**config.mk**
```make
export PLATFORM = sky130hd
export DESIGN_NAME = rsf_regs
export DESIGN_NICKNAME = d
export VERILOG_FILES = /design/src/rsf_pkg.sv /design/src/rsf_regs.sv
export VERILOG_INCLUDE_DIRS = /design/src
export SDC_FILE = /design/constraint.sdc
export NUM_CORES = 1
export LEC_CHECK = 0
export BUFFER_PORTS_ARGS = -buffer_cell sky130_fd_sc_hd__clkbuf_2
export CAP_MARGIN = 25
export CORE_ASPECT_RATIO = 2
export CORE_MARGIN = 2
export CORE_UTILIZATION = 48
export CTS_CLUSTER_DIAMETER = 100
export DETAILED_ROUTE_END_ITERATION = 10
export GPL_ROUTABILITY_DRIVEN = 0
export MAX_ROUTING_LAYER = met4
export PLACE_DENSITY = 0.77
export SLEW_MARGIN = 20
export SYNTH_ARGS = -nofsm -noshare
export SYNTH_HDL_FRONTEND = slang
export SYNTH_SLANG_ARGS = --single-unit
export TNS_END_PERCENT = 100
```
**constraint.sdc**
```tcl
create_clock -name pclk -period 2 [get_ports pclk]
set_input_delay 0.1 -clock pclk [delete_from_list [all_inputs] [get_ports pclk]]
set_output_delay 0.1 -clock pclk [all_outputs]
set_load 0.01 [all_outputs]
```
**src/rsf_params.svh**
```systemverilog
// offsets, field positions, reset values and timing counts of the radio register bank
`ifndef RSF_PARAMS_SVH
`define RSF_PARAMS_SVH

// register indices on apb (byte address divided by four)
`define RSF_IDX_STATUS 8'h01
`define RSF_IDX_STATE 8'h02
`define RSF_IDX_SADDR_LO 8'h20
`define RSF_IDX_SADDR_HI 8'h21
`define RSF_IDX_NETID_LO 8'h22
`define RSF_IDX_NETID_HI 8'h23
`define RSF_IDX_RETRY 8'h2c
`define RSF_IDX_SEED_LO 8'h2d
`define RSF_IDX_SEED_HI 8'h2e
`define RSF_IDX_IRQ_STAT 8'h30
`define RSF_IDX_IRQ_MASK 8'h31

// reset values
`define RSF_RST_SEED_LO 8'hea
`define RSF_RST_RETRY 8'h00
`define RSF_RST_SEED_HI 8'h00

// command codes and status codes
`define RSF_CMD_NOP 5'h00
`define RSF_CMD_TX_START 5'h02
`define RSF_CMD_FORCED_OFF 5'h03
`define RSF_CMD_RX_LISTEN 5'h06
`define RSF_CMD_IDLE 5'h08
`define RSF_CMD_SYNTH_ON 5'h09
`define RSF_CMD_AACK 5'h16
`define RSF_CMD_ARET 5'h19
`define RSF_ST_BUSY_TX 5'h02
`define RSF_ST_BUSY 5'h1f

// transaction result codes
`define RSF_RES_SUCCESS 3'h0
`define RSF_RES_PENDING 3'h1
`define RSF_RES_CA_FAIL 3'h3
`define RSF_RES_NO_ACK 3'h5
`define RSF_RES_INVALID 3'h7

// interrupt status bits
`define RSF_IRQ_FRAME_END 0
`define RSF_IRQ_TX_START 1

// timing
`define RSF_CLK_MHZ 100
`define RSF_SYMBOL_US 16
`define RSF_SYMBOL_CYC (`RSF_SYMBOL_US * `RSF_CLK_MHZ)
`define RSF_SETTLE_CYC 16

`endif

```
**src/rsf_pkg.sv**
```systemverilog
// types of the radio state and filter register bank
package rsf_pkg;
    typedef enum logic [1:0] {
        RSF_IDLE,
        RSF_SETTLE,
        RSF_TX_WAIT
    } rsf_fsm_t;
endpackage

```
**src/rsf_regs.sv**
```systemverilog
// radio state and filter register bank with apb slave
//
// Function
// RULE1: command field write starts state transition
// RULE2: eight command codes, others reserved
// RULE3: transmit begins one symbol after command
// RULE4: result field reports transaction outcome codes
// RULE5: controller confirms transition via status read
// RULE6: frame retry limit in bits 7..4
// RULE7: channel access retry count in bits 3..1
// RULE8: channel access retries accepted up to 7
// RULE9: eleven-bit backoff seed over two registers
// RULE10: min backoff exponent; zero means no delay
// RULE11: pending flag sets ack frame-pending for requests
// RULE12: controller updates pending flag within 352 us
// RULE13: coordinator flag gates source-only frame filter
// RULE14: short address at 0x20/0x21, reset zero
// RULE15: network id at 0x22/0x23, reset zero
// RULE16: busy code 0x1f while transition runs
// RULE17: channel access failure aborts, raises frame end
// RULE18: reserved bits zero, reserved commands ignored
//
// Register access over APB was chosen for this implementation.
`timescale 1ns/100ps
`default_nettype none
`include "rsf_params.svh"

module rsf_regs
    import rsf_pkg::*;
#(
    parameter int SETTLE_CYC = `RSF_SETTLE_CYC,
    parameter int SYMBOL_CYC = `RSF_SYMBOL_CYC
) (
    // clock and reset
    input wire logic pclk,
    input wire logic presetn,
    input wire logic clk_en,
    // apb slave
    input wire logic psel,
    input wire logic penable,
    input wire logic pwrite,
    input wire logic [11:0] paddr,
    input wire logic [31:0] pwdata,
    input wire logic [3:0] pstrb,
    output logic [31:0] prdata,
    output logic pready,
    output logic pslverr,
    // radio engine side, same clock
    input wire logic txn_done,
    input wire logic [2:0] txn_result,
    input wire logic ca_exhausted,
    input wire logic [4:0] engine_state,
    input wire logic ack_for_data_req,
    input wire logic frame_src_only,
    input wire logic [15:0] frame_src_netid,
    // configuration and control outputs
    output logic [4:0] state_command,
    output logic cmd_strobe,
    output logic tx_on_air,
    output logic [3:0] frame_retry_limit,
    output logic [2:0] channel_access_retry_limit,
    output logic [10:0] backoff_seed,
    output logic [1:0] min_backoff_exponent,
    output logic cca_immediate,
    output logic ack_frame_pending,
    output logic coordinator_flag,
    output logic src_filter_pass,
    output logic [15:0] short_address,
    output logic [15:0] network_id,
    // interrupt
    output logic irq
);

    // ========================================
    // state
    typedef struct packed {
        rsf_fsm_t fsm;
        logic [31:0] cnt;
        logic [4:0] cmd;
        logic [4:0] target;
        logic [2:0] result;
        logic [7:0] retry;
        logic [7:0] seed_lo;
        logic [7:0] seed_hi;
        logic [15:0] saddr;
        logic [15:0] netid;
        logic [1:0] irq_stat;
        logic [1:0] irq_mask;
        logic strobe;
        logic tx_go;
        logic [31:0] rdata;
        logic rd_ok;
    } rsf_state_t;

    rsf_state_t st_r;
    rsf_state_t st_nxt;

    // ========================================
    // bus decode
    logic [7:0] idx;
    logic wr_acc;
    logic rd_acc;
    logic mapped;
    logic [4:0] cur_code;

    assign idx = paddr[9:2];
    assign wr_acc = psel && penable && pwrite && pstrb[0];
    assign rd_acc = psel && penable && !pwrite;

    always_comb begin
        unique case (idx)
            `RSF_IDX_STATUS,
            `RSF_IDX_STATE,
            `RSF_IDX_SADDR_LO,
            `RSF_IDX_SADDR_HI,
            `RSF_IDX_NETID_LO,
            `RSF_IDX_NETID_HI,
            `RSF_IDX_RETRY,
            `RSF_IDX_SEED_LO,
            `RSF_IDX_SEED_HI,
            `RSF_IDX_IRQ_STAT,
            `RSF_IDX_IRQ_MASK: begin
                mapped = 1'b1;
            end
            default: begin
                mapped = 1'b0;
            end
        endcase
    end

    // busy code overrides engine report while a transition runs
    assign cur_code = (st_r.fsm != RSF_IDLE) ? `RSF_ST_BUSY
                                             : engine_state; // [RULE16]

    function automatic logic legal_cmd(input logic [4:0] c);
        logic ok;
        ok = 1'b0;
        unique case (c)
            `RSF_CMD_TX_START, `RSF_CMD_FORCED_OFF, `RSF_CMD_RX_LISTEN,
            `RSF_CMD_IDLE, `RSF_CMD_SYNTH_ON, `RSF_CMD_AACK,
            `RSF_CMD_ARET: ok = 1'b1; // [RULE2]
            default: ok = 1'b0;
        endcase
        return ok;
    endfunction

    // ========================================
    // next state
    always_comb begin
        st_nxt = st_r;
        st_nxt.strobe = 1'b0;
        st_nxt.tx_go = 1'b0;
        st_nxt.rdata = 32'h0000_0000;
        st_nxt.rd_ok = 1'b0;

        // transition sequencer
        unique case (st_r.fsm)
            RSF_IDLE: begin
            end
            RSF_SETTLE: begin
                if (st_r.cnt == 32'h0000_0000) begin
                    st_nxt.fsm = RSF_IDLE;
                end else begin
                    st_nxt.cnt = st_r.cnt - 32'h0000_0001;
                end
            end
            RSF_TX_WAIT: begin
                if (st_r.cnt == 32'h0000_0000) begin
                    st_nxt.fsm = RSF_IDLE;
                    st_nxt.tx_go = 1'b1; // [RULE3]
                end else begin
                    st_nxt.cnt = st_r.cnt - 32'h0000_0001;
                end
            end
        endcase

        // engine events update result; channel access failure wins over a reported result
        if (ca_exhausted) begin
            st_nxt.result = `RSF_RES_CA_FAIL; // [RULE17]
        end else if (txn_done) begin
            st_nxt.result = txn_result; // [RULE4]
        end

        // register writes
        if (wr_acc) begin
            unique case (idx)
                `RSF_IDX_STATE: begin
                    if (legal_cmd(pwdata[4:0])) begin
                        st_nxt.cmd = pwdata[4:0];
                        st_nxt.strobe = 1'b1; // [RULE1]
                        st_nxt.cnt = 32'(SETTLE_CYC - 1);
                        st_nxt.fsm = RSF_SETTLE;
                        if (pwdata[4:0] == `RSF_CMD_TX_START) begin
                            st_nxt.cnt = 32'(SYMBOL_CYC - 1); // [RULE3]
                            st_nxt.fsm = RSF_TX_WAIT;
                        end
                    end else if (pwdata[4:0] == `RSF_CMD_NOP) begin
                        st_nxt.cmd = `RSF_CMD_NOP;
                    end // reserved codes leave all state alone [RULE18]
                end
                `RSF_IDX_SADDR_LO: begin
                    st_nxt.saddr[7:0] = pwdata[7:0]; // [RULE14]
                end
                `RSF_IDX_SADDR_HI: begin
                    st_nxt.saddr[15:8] = pwdata[7:0]; // [RULE14]
                end
                `RSF_IDX_NETID_LO: begin
                    st_nxt.netid[7:0] = pwdata[7:0]; // [RULE15]
                end
                `RSF_IDX_NETID_HI: begin
                    st_nxt.netid[15:8] = pwdata[7:0]; // [RULE15]
                end
                `RSF_IDX_RETRY: begin
                    st_nxt.retry = {pwdata[7:1], 1'b0}; // [RULE8]
                end
                `RSF_IDX_SEED_LO: begin
                    st_nxt.seed_lo = pwdata[7:0]; // [RULE9]
                end
                `RSF_IDX_SEED_HI: begin
                    st_nxt.seed_hi = {pwdata[7:5], 1'b0,
                                      pwdata[3:0]}; // [RULE18]
                end
                `RSF_IDX_IRQ_STAT: begin
                    st_nxt.irq_stat = st_r.irq_stat & ~pwdata[1:0];
                end
                `RSF_IDX_IRQ_MASK: begin
                    st_nxt.irq_mask = pwdata[1:0];
                end
                default: begin
                end
            endcase
        end

        // set wins over write-one-to-clear
        if (txn_done || ca_exhausted) begin
            st_nxt.irq_stat[`RSF_IRQ_FRAME_END] = 1'b1; // [RULE17]
        end
        if (st_nxt.tx_go) begin
            st_nxt.irq_stat[`RSF_IRQ_TX_START] = 1'b1;
        end

        // read data captured in the first access cycle, shown in the
        // second, where pready rises; keeps prdata a flip-flop output
        if (rd_acc && !st_r.rd_ok) begin
            st_nxt.rd_ok = 1'b1;
            unique case (idx)
                `RSF_IDX_STATUS: begin
                    st_nxt.rdata = {27'h0, cur_code}; // [RULE5]
                end
                `RSF_IDX_STATE: begin
                    st_nxt.rdata = {24'h0, st_r.result, st_r.cmd};
                end
                `RSF_IDX_SADDR_LO: begin
                    st_nxt.rdata = {24'h0, st_r.saddr[7:0]};
                end
                `RSF_IDX_SADDR_HI: begin
                    st_nxt.rdata = {24'h0, st_r.saddr[15:8]};
                end
                `RSF_IDX_NETID_LO: begin
                    st_nxt.rdata = {24'h0, st_r.netid[7:0]};
                end
                `RSF_IDX_NETID_HI: begin
                    st_nxt.rdata = {24'h0, st_r.netid[15:8]};
                end
                `RSF_IDX_RETRY: begin
                    st_nxt.rdata = {24'h0, st_r.retry};
                end
                `RSF_IDX_SEED_LO: begin
                    st_nxt.rdata = {24'h0, st_r.seed_lo};
                end
                `RSF_IDX_SEED_HI: begin
                    st_nxt.rdata = {24'h0, st_r.seed_hi};
                end
                `RSF_IDX_IRQ_STAT: begin
                    st_nxt.rdata = {30'h0, st_r.irq_stat};
                end
                `RSF_IDX_IRQ_MASK: begin
                    st_nxt.rdata = {30'h0, st_r.irq_mask};
                end
                default: begin
                    st_nxt.rdata = 32'h0000_0000;
                end
            endcase
        end
    end

    // ========================================
    // registers
    always_ff @(posedge pclk or negedge presetn) begin
        if (!presetn) begin
            st_r <= '{
                fsm: RSF_IDLE,
                cnt: 32'h0,
                cmd: `RSF_CMD_NOP,
                target: 5'h00,
                result: `RSF_RES_SUCCESS,
                retry: `RSF_RST_RETRY,
                seed_lo: `RSF_RST_SEED_LO,
                seed_hi: `RSF_RST_SEED_HI,
                saddr: 16'h0000,
                netid: 16'h0000,
                irq_stat: 2'h0,
                irq_mask: 2'h0,
                strobe: 1'b0,
                tx_go: 1'b0,
                rdata: 32'h0,
                rd_ok: 1'b0
            };
        end else if (clk_en) begin
            st_r <= st_nxt;
        end
    end

    // ========================================
    // outputs
    // reads take one wait state, writes none
    assign prdata = st_r.rdata;
    assign pready = !(psel && penable && !pwrite) || st_r.rd_ok;
    assign pslverr = psel && penable && !mapped;

    assign state_command = st_r.cmd;
    assign cmd_strobe = st_r.strobe; // [RULE1]
    assign tx_on_air = st_r.tx_go; // [RULE3]
    assign frame_retry_limit = st_r.retry[7:4]; // [RULE6]
    assign channel_access_retry_limit = st_r.retry[3:1]; // [RULE7]
    assign backoff_seed = {st_r.seed_hi[2:0], st_r.seed_lo}; // [RULE9]
    assign min_backoff_exponent = st_r.seed_hi[7:6]; // [RULE10]
    assign cca_immediate = (st_r.seed_hi[7:6] == 2'b00); // [RULE10]
    // sampled live so a late update of the flag still lands in the ack
    assign ack_frame_pending = (st_r.cmd == `RSF_CMD_AACK) && st_r.seed_hi[5]
                               && ack_for_data_req; // [RULE11]
    assign coordinator_flag = st_r.seed_hi[3];
    assign src_filter_pass = !(st_r.seed_hi[3] && frame_src_only)
                             || (frame_src_netid == st_r.netid); // [RULE13]
    assign short_address = st_r.saddr;
    assign network_id = st_r.netid;
    assign irq = |(st_r.irq_stat & st_r.irq_mask);

endmodule
`default_nettype wire

```
Word-level counts from Yosys, hierarchy flattened
Cells that the tools add are included.
W data, S select, Z words.
{"block": "totals", "ff_bits": 135, "inputBits": 82, "output_inout_bits": 98, "wordCells": 114}
{"block": "classes", "n_addsub": 1, "eq_ne": 22, "muxes": 27, "n_bitwise": 3, "n_reduce_logical": 43}
{"op": "$mux W34", "count": 3}
{"op": "$pmux W8 S11", "count": 1}
{"op": "$mux W39", "count": 2}
{"op": "$eq A8 B6 Y1 const B", "count": 9}
{"op": "$logic_not A32 Y1", "count": 1}
{"op": "$mux W32", "count": 1}
{"op": "$sub A32 B1 Y32 const B", "count": 1}
{"op": "$reduce_and A3 Y1", "count": 10}
{"op": "$mux W5", "count": 4}
{"op": "$eq A16 B16 Y1", "count": 1}
{"op": "$eq A5 B5 Y1 const B", "count": 3}
{"op": "$reduce_bool A2 Y1", "count": 7}
{"op": "$reduce_or A11 Y1", "count": 1}
{"op": "$eq A5 B2 Y1 const B", "count": 2}
{"op": "$eq A5 B4 Y1 const B", "count": 2}
{"op": "$mux W1", "count": 10}
{"op": "$logic_and A1 B1 Y1", "count": 9}
{"op": "$mux W9", "count": 1}
{"op": "$eq A8 B1 Y1 const B", "count": 1}
{"op": "$eq A8 B2 Y1 const B", "count": 1}
{"op": "$reduce_or A7 Y1", "count": 1}
{"op": "$mux W2", "count": 3}
{"op": "$mux W3", "count": 2}
{"op": "$eq A5 B3 Y1 const B", "count": 1}
{"op": "other kinds (11)", "count": 19}

Longest topological paths before layout
Gate-level depths: netlist of the first run.
{"block": "logic_depth", "depth_word": 9, "depth_mapped": 9, "ltp_nobuf": 7}

Least setup slack after synthesis of the first run
No wires, ideal clock.
{"block": "synth_path", "path_type": "register -> register", "startpoint": "reg st_r[108] (netlist name)", "endpoint": "reg st_r[122] (netlist name)", "setup_time_ps": 66, "t_arrival_ps": 2089, "required_ps": 1934, "setup_slack_ps": -155, "path_stages_with_launch": 8, "n_path_buf": 0, "synth_period_minus_slack_ps": 2155, "path_cell_list": "dfrtp_1 -> inv_1 -> ha_1 -> nor3b_2 -> nand4b_1 -> or4_1 -> or4_1 -> nand2_1"}
{"block": "synth_between", "elab_chain_len": 6, "word_cells_on_any_way": 7, "classes_between": "1 x add/sub; 5 x mux; 1 x reduce/logical"}
{"element": "start, declared", "line_no": "rsf_regs.sv:95", "rtl": "rsf_state_t st_r;"}
{"element": "start signal, assigned", "line_no": "rsf_regs.sv:291", "rtl": "st_r <= '{"}
{"element": "start signal, assigned", "line_no": "rsf_regs.sv:310", "rtl": "st_r <= st_nxt;"}
{"element": "$sub A32 B1 Y32 or $logic_not A32 Y1 (tied branches)"}
{"element": "$mux W32 (*)", "line_no": "rsf_regs.sv:161, rsf_regs.sv:168"}
{"element": "$mux W34 (*)"}
{"element": "$mux W34", "line_no": "rsf_regs.sv:188", "rtl": "if (legal_cmd(pwdata[4:0])) begin"}
{"element": "$mux W39", "line_no": "rsf_regs.sv:186", "rtl": "unique case (idx)"}
{"element": "$mux W39 (*)", "line_no": "rsf_regs.sv:185", "rtl": "if (wr_acc) begin"}
Every way passes the cells marked *; elsewhere a longest branch is shown, timed or not.
A chain may end at the register's enable or synchronous reset.

Worst setup path after layout of the first run
{"block": "layout_path", "startpoint": "reg st_r[109] (netlist name)", "endpoint": "reg st_r[126] (netlist name)"}
Same word-level chain as after synthesis.

==> impl_metrics.ini, run 1 <==
[run_status]
outcome = finished, violations left
violations = negative setup slack

[global_route]
grt_max_degree = 45
first_global_vias = 6210
antenna_found_initial = 0
grt_pass1_wl_um = 33000
grt_usage_pct = 30.1
grt_overflow = 0

[drt]
ant_nets = 0
wire_per_inst_um = 22.2
num_vias = 6148
routed_wl_um = 22400
avgViaCountPerCell = 6.11
drc = 0
dr.pass1.iters = 5
drt_iter0_drc = 370

[power_and_ir_drop]
ir_drop_mv = 0.698
switchingPower_mw = 2.44
seq_power_share_pct = 38.4
pwr-share-clk_pct = 27.2
cellInternalPower_mw = 4.60
p_per_area_mw_per_mm2 = 828
p_leak_nw = 4.11
finalPower_mw = 7.04
combPwrFrac_pct = 34.4
p_sw_share_pct = 34.6

[run]
drv_cap = 0

[worst_setup_path]
r2r-start = st_r[109]$_DFFE_PN0P_
critical_path.slowest_cell = dfrtp_1
critical_path_arrival_ns = 2.47
reg2reg_slack_ns = -0.17
path_max_fanout = 3
reg2reg_depth = 8
critPathCaptureType = flip-flop
path_buf_inv = 2
path_depth = 8
path_cells = inv_2 > ha_4 > nor3b_4 > nand4b_1 > buf_4 > or4_4 > or3_1 > a21oi_2
worstReg2RegEnd = st_r[126]$_DFFE_PN0P_
required_ns = 2.30
cp-start-kind = flip-flop
critPathKind = flip-flop to flip-flop
critPathTopFamily = simple AND/OR/NAND/NOR gates
slowest_delay_ns = 0.41

[sta]
period_minus_slack_ns = 2.17
slew_headroom_pct = 51.4
whs_ns = 0.0318
finalHoldViolCount = 0
worstMarginPinSlew_ns = 0.724
rsz0062_at_grt = true
fin_crit_sh_pct = 108
setup_viol = 24
setup_slack_ns = -0.169
finClkSkew_ns = 0.0157
fmax_mhz = 461
slew_violations = 0

[cells_and_area]
regArea_mm2 = 0.00279
final_nets = 899
layout-drive-gt1-share_pct = 47.7
multiInputGateArea_mm2 = 0.00352
layout_common_cells = 123 x clkbuf_2, 110 x buf_4, 104 x dfrtp_1, 44 x mux2_2, 37 x nand2_1
syn_to_final_growth_pct = 25.8
final_core_util_pct = 61.6
fill_cells = 1035
n_antenna_cell = 0
layout_commonest_cell = clkbuf_2
final_cells = 1007

[placed_design]
dp.cells = 970
post-place-ws_ns = -0.230
place_hpwl_um = 16100
io_buffers = 124

[synthesis]
synth_area_mm2 = 0.00676
async_flop_share_pct = 100
synth_top_area_cell = dfrtp_1
avgSynthCellArea_um2 = 10.4
synthTopCellsByArea = dfrtp_1 39%, buf_4 10%, mux2_2 7.3%, or4_1 2.7%, mux2_1 2.5%
ys_seq_elements = 111
synth_top_area_share_pct = 39.3
synth_edf_count = 0
synth_cell_type_count = 75
ys.flop_type = dfrtp_1
synth_seq_area_share_pct = 41.2
netlist_instances = 650
yosys_warnings = 0

[floorplanning]
die_w_um = 87.9
die_h_um = 172
coreArea_mm2 = 0.0138
initial_core_util_pct = 48.9
dieArea_mm2 = 0.0151
io_pins = 180
num_rows = 61

[clock_network]
max-clock-path-buffers = 2
cts_tree = yes
clkSinkCount = 111
clk_pin_slew_ns = 0.09
clk_latency_ns = 0.37
ctsHtreeMaxLevel = 3
cts_root_buffer = clkbuf_16
cts_inserted_buffers = 9

[hold_path]
min_path_type = input port to flip-flop
whs_endpoint = st_r[35]$_DFFE_PN0P_
hold_depth = 2
worstHoldStart = pwdata[0]
[synth_stat cells, drive strengths merged, types with 7 or more instances]
master,number
o211ai,15
nor4,14
or4,26
nor2b,8
a21oi,23
o31ai,10
clkbuf,18
nand4,7
buf,99
o2bb2ai,9
o21ai,17
a22oi,8
nor2,14
mux2i,9
nand3,15
inv,13
or3,12
nor3,19
dfrtp,106
xor2,18
mux2,59
a32oi,7
nand2,40
[registers in the layout, summed over array words and instances, names as in the netlist]
name / cells
backoff_seed: 11
channel_access_retry_limit: 3
cmd_strobe: 1
coordinator_flag: 1
frame_retry_limit: 4
min_backoff_exponent: 2
network_id: 16
prdata: 8
short_address: 16
st_r: 43
state_command: 5
tx_on_air: 1
[logic make-up after synthesis]
logic type               after synthesis  share of synthesized area, %
other                                  1                        0.0555
flip-flops                           111                          41.2
AND/OR/NAND/NOR                      185                          17.0
buffers and inverters                131                          12.4
adder cells (fa/ha/maj)                4                         0.741
AO/OA/AOI/OAI                        129                          14.1
XOR/XNOR                              18                          2.33
multiplexers                          71                          12.2
[power groups by stage]
stage	Sequential, mW	Combinational (mW)	Clock, mW
after floorplan	2.68	0.944	0
after global placement	2.66	1.80	0
after detailed placement	2.69	1.91	0
after CTS	2.67	2.19	1.93
after global routing	2.72	2.59	2.03
final	2.70	2.42	1.92
[worst register-to-register path: cells and delay by family, from the launching register on]
kind,cells,cell delay (ns)
and+or+nand+nor,4,1.12
DFF,1,0.41
buffers and inverters,2,0.29
adders and majority gates,1,0.16
AOI/OAI and AO/OA,1,0.13
[layout make-up]
type                       count  share of cell area [%]
sequential                   111                    32.8
clock buffer                   9                    2.65
timing repair buffer         245                    18.7
tap                          189                    2.78
inverter                      14                   0.618
multi-input combinational    432                    41.4
clock inverter                 7                    1.07
[repair_timing]
item                       in CTS  in global routing
gates cloned                    1                  2
buffers inserted                8                  7
pin swaps                      19                 18
hold buffers                    2                  0
setup endpoints to repair      37                 37
hold endpoints to repair       39                  0
gates resized for setup        29                 36
[worst max-delay path by stage]
stage                          startpoint                     to  slack (ns)
CTS                 st_r[112]$_DFFE_PN0P_  st_r[126]$_DFFE_PN0P_       -0.13
floorplan           st_r[108]$_DFFE_PN0P_  st_r[126]$_DFFE_PN0P_       -0.09
detailed placement  st_r[108]$_DFFE_PN0P_  st_r[136]$_DFFE_PN0P_       -0.23
finish              st_r[109]$_DFFE_PN0P_  st_r[126]$_DFFE_PN0P_       -0.17
global placement    st_r[115]$_DFFE_PN0P_  st_r[136]$_DFFE_PN0P_       -0.17
global route        st_r[112]$_DFFE_PN0P_  st_r[122]$_DFFE_PN0P_       -0.23
[routing by layer]
metal / routed length (um) / vias up / global-route usage [%]
li1: - / 2648 / -
met1: 6740 / 2965 / 26.6
met2: 11900 / 376 / 52.7
met3: 1460 / 159 / 6.33
met4: 2230 / 0 / 25.1
met5: 0 / - / -
[through the flow]
step / setup TNS [ns] / cell area (um^2)
floorplan: -0.336 / 6880
global placement: -2.80 / 7740
detailed placement: -4.86 / 7740
CTS: -0.465 / 8290
global route: -3.91 / 8500
finish: -1.74 / 8500
No activity file was read; power rests on OpenSTA's default activity.
==> run 2, diff against run 1 <==
--- a/config.mk
+++ b/config.mk
@@ -16,6 +16,7 @@
 export GPL_ROUTABILITY_DRIVEN = 0
 export MAX_ROUTING_LAYER = met4
 export PLACE_DENSITY = 0.77
+export RECOVER_POWER = 50
 export SLEW_MARGIN = 20
 export SYNTH_ARGS = -nofsm -noshare
 export SYNTH_HDL_FRONTEND = slang
==> run 2 against run 1 <==
  * The flow still finishes with violations (negative setup slack)
  * Highest routed layer unchanged
  * Core utilization is 0.54 points lower
  * Critical path type unchanged
  * Sequential cell count stayed put
  * Count of clock-buffer cells in the layout stayed put
==> impl_metrics.ini, run 2 (same netlist as run 1, synthesis figures left out) <==
[run_status]
outcome = finished, violations left
violations = negative setup slack

[power_and_ir_drop]
switchingPower_mw = 2.45
ir_drop_mv = 0.700
finalPower_mw = 7.05
p_sw_share_pct = 34.8
cellInternalPower_mw = 4.60
combPwrFrac_pct = 34.4
p_leak_nw = 3.95
pwr-share-clk_pct = 27.2
p_per_area_mw_per_mm2 = 837
seq_power_share_pct = 38.4

[drt]
dr.pass1.iters = 5
ant_nets = 0
routed_wl_um = 22600
avgViaCountPerCell = 6.12
num_vias = 6167
wire_per_inst_um = 22.4
drc = 0
drt_iter0_drc = 405

[clock_network]
max-clock-path-buffers = 2
cts_root_buffer = clkbuf_16
clk_latency_ns = 0.37
clk_pin_slew_ns = 0.09
ctsHtreeMaxLevel = 3
cts_inserted_buffers = 9
clkSinkCount = 111
cts_tree = yes

[sta]
fmax_mhz = 458
period_minus_slack_ns = 2.18
slew_headroom_pct = 23.0
worstMarginPinSlew_ns = 1.16
finalHoldViolCount = 0
setup_viol = 25
rsz0062_at_grt = true
whs_ns = 0.0369
setup_slack_ns = -0.184
fin_crit_sh_pct = 109
slew_violations = 0
finClkSkew_ns = 0.0165

[global_route]
grt.busiest_layer = met2
grt_pass1_wl_um = 33000
grt_usage_pct = 30.1
met3_usage_pct = 6.33
grt_overflow = 0
antenna_found_initial = 0
use_met1_pct = 26.6
first_global_vias = 6210
grt_max_degree = 45
met2_usage_pct = 52.7

[floorplanning]
coreArea_mm2 = 0.0138
die_h_um = 172
dieArea_mm2 = 0.0151
die_w_um = 87.9
io_pins = 180
initial_core_util_pct = 48.9
num_rows = 61

[worst_setup_path]
required_ns = 2.30
cp-start-kind = flip-flop
critical_path_arrival_ns = 2.48
critPathKind = flip-flop to flip-flop
critPathCaptureType = flip-flop
path_max_fanout = 6

[cells_and_area]
largest_register = st_r
layout-drive-gt1-share_pct = 42.1
largest_reg_flops = 43
syn_to_final_growth_pct = 24.7
layout_common_cells = 108 x buf_4, 104 x dfrtp_1, 79 x clkbuf_2, 46 x clkbuf_1, 44 x mux2_2
layout_commonest_cell = buf_4
final_nets = 899
fill_cells = 1067
fin_area_mm2 = 0.00843
n_antenna_cell = 0

[placed_design]
postPlaceCellArea_mm2 = 0.00774
io_buffers = 124
place_hpwl_um = 16100
post-place-ws_ns = -0.230

[run]
drv_cap = 0

[hold_path]
min_path_type = input port to flip-flop
-- run 2: changes by cell type in the layout (fill, tap and decap cells not counted), sizes merged --
cell,previous run,this run
clkbuf,132,135
buf,120,117
-- run 2: worst paths after layout --
| check | from | end | depth (start not counted) | slack, ns |
|---|---|---|---|---|
| worst min-delay path | pwdata[0] | st_r[35]$_DFFE_PN0P_ | 2 | 0.04 |
| worst max-delay path | st_r[112]$_DFFE_PN0P_ | st_r[126]$_DFFE_PN0P_ | 7 | -0.18 |
| max in group asynchronous | presetn | st_r[121]$_DFFE_PN0P_ | 3 | 0.20 |
| worst min register to register | prdata[5]$_DFFE_PN0P_ | prdata[5]$_DFFE_PN0P_ | 1 | 0.52 |
| worst max register to register | st_r[112]$_DFFE_PN0P_ | st_r[126]$_DFFE_PN0P_ | 7 | -0.18 |
| min in group asynchronous | presetn | backoff_seed[10]$_DFFE_PN0P_ | 2 | 0.49 |
-- run 2: worst max-delay path: stages (launching register included) --
cell      delay, ns
dfrtp_1        0.45
nor4_4         0.28
buf_4          0.19
nand4b_1       0.13
buf_4          0.19
or4_4          0.41
or3_1          0.33
a21oi_2        0.13
-- run 2: final cells by class --
type / count / area, um^2 / area share [%]
multi-input combinational: 432 / 3520 / 41.8
sequential: 111 / 2790 / 33.1
timing repair buffer: 245 / 1510 / 18.0
tap: 189 / 236 / 2.81
clock buffer: 9 / 225 / 2.67
clock inverter: 7 / 91.3 / 1.08
inverter: 14 / 52.6 / 0.623
-- run 2: power by group through the flow --
stage                     Sequential [mW]  Clock [mW]  Combinational (mW)
final                                2.70        1.92                2.43
after floorplan                      2.68           0               0.944
after global placement               2.66           0                1.80
after detailed placement             2.69           0                1.91
after CTS                            2.67        1.93                2.19
after global routing                 2.72        2.03                2.59
-- run 2: metal layers --
metal	part of all wire (%)	routed length [um]
met1	30	6870
met2	53	11900
met3	6.8	1530
met4	10	2270
met5	0	0
-- run 2: timing repair --
item / in CTS / in global routing
pin swaps: 19 / 18
resized for setup: 29 / 36
setup buffers: 8 / 7
setup endpoints to repair: 37 / 37
hold buffers: 2 / 0
hold endpoints to repair: 39 / 0
cloned: 1 / 2
-- run 2: stage by stage --
stage / std cells / TNS, ns / utilization (%)
after detailed placement: 970 / -4.86 / 56.0
final: 1007 / -1.89 / 61.0
after global routing: 1007 / -7.24 / 61.0
after CTS: 997 / -0.465 / 60.0
after global placement: 970 / -2.80 / 56.0
after floorplan: 673 / -0.336 / -
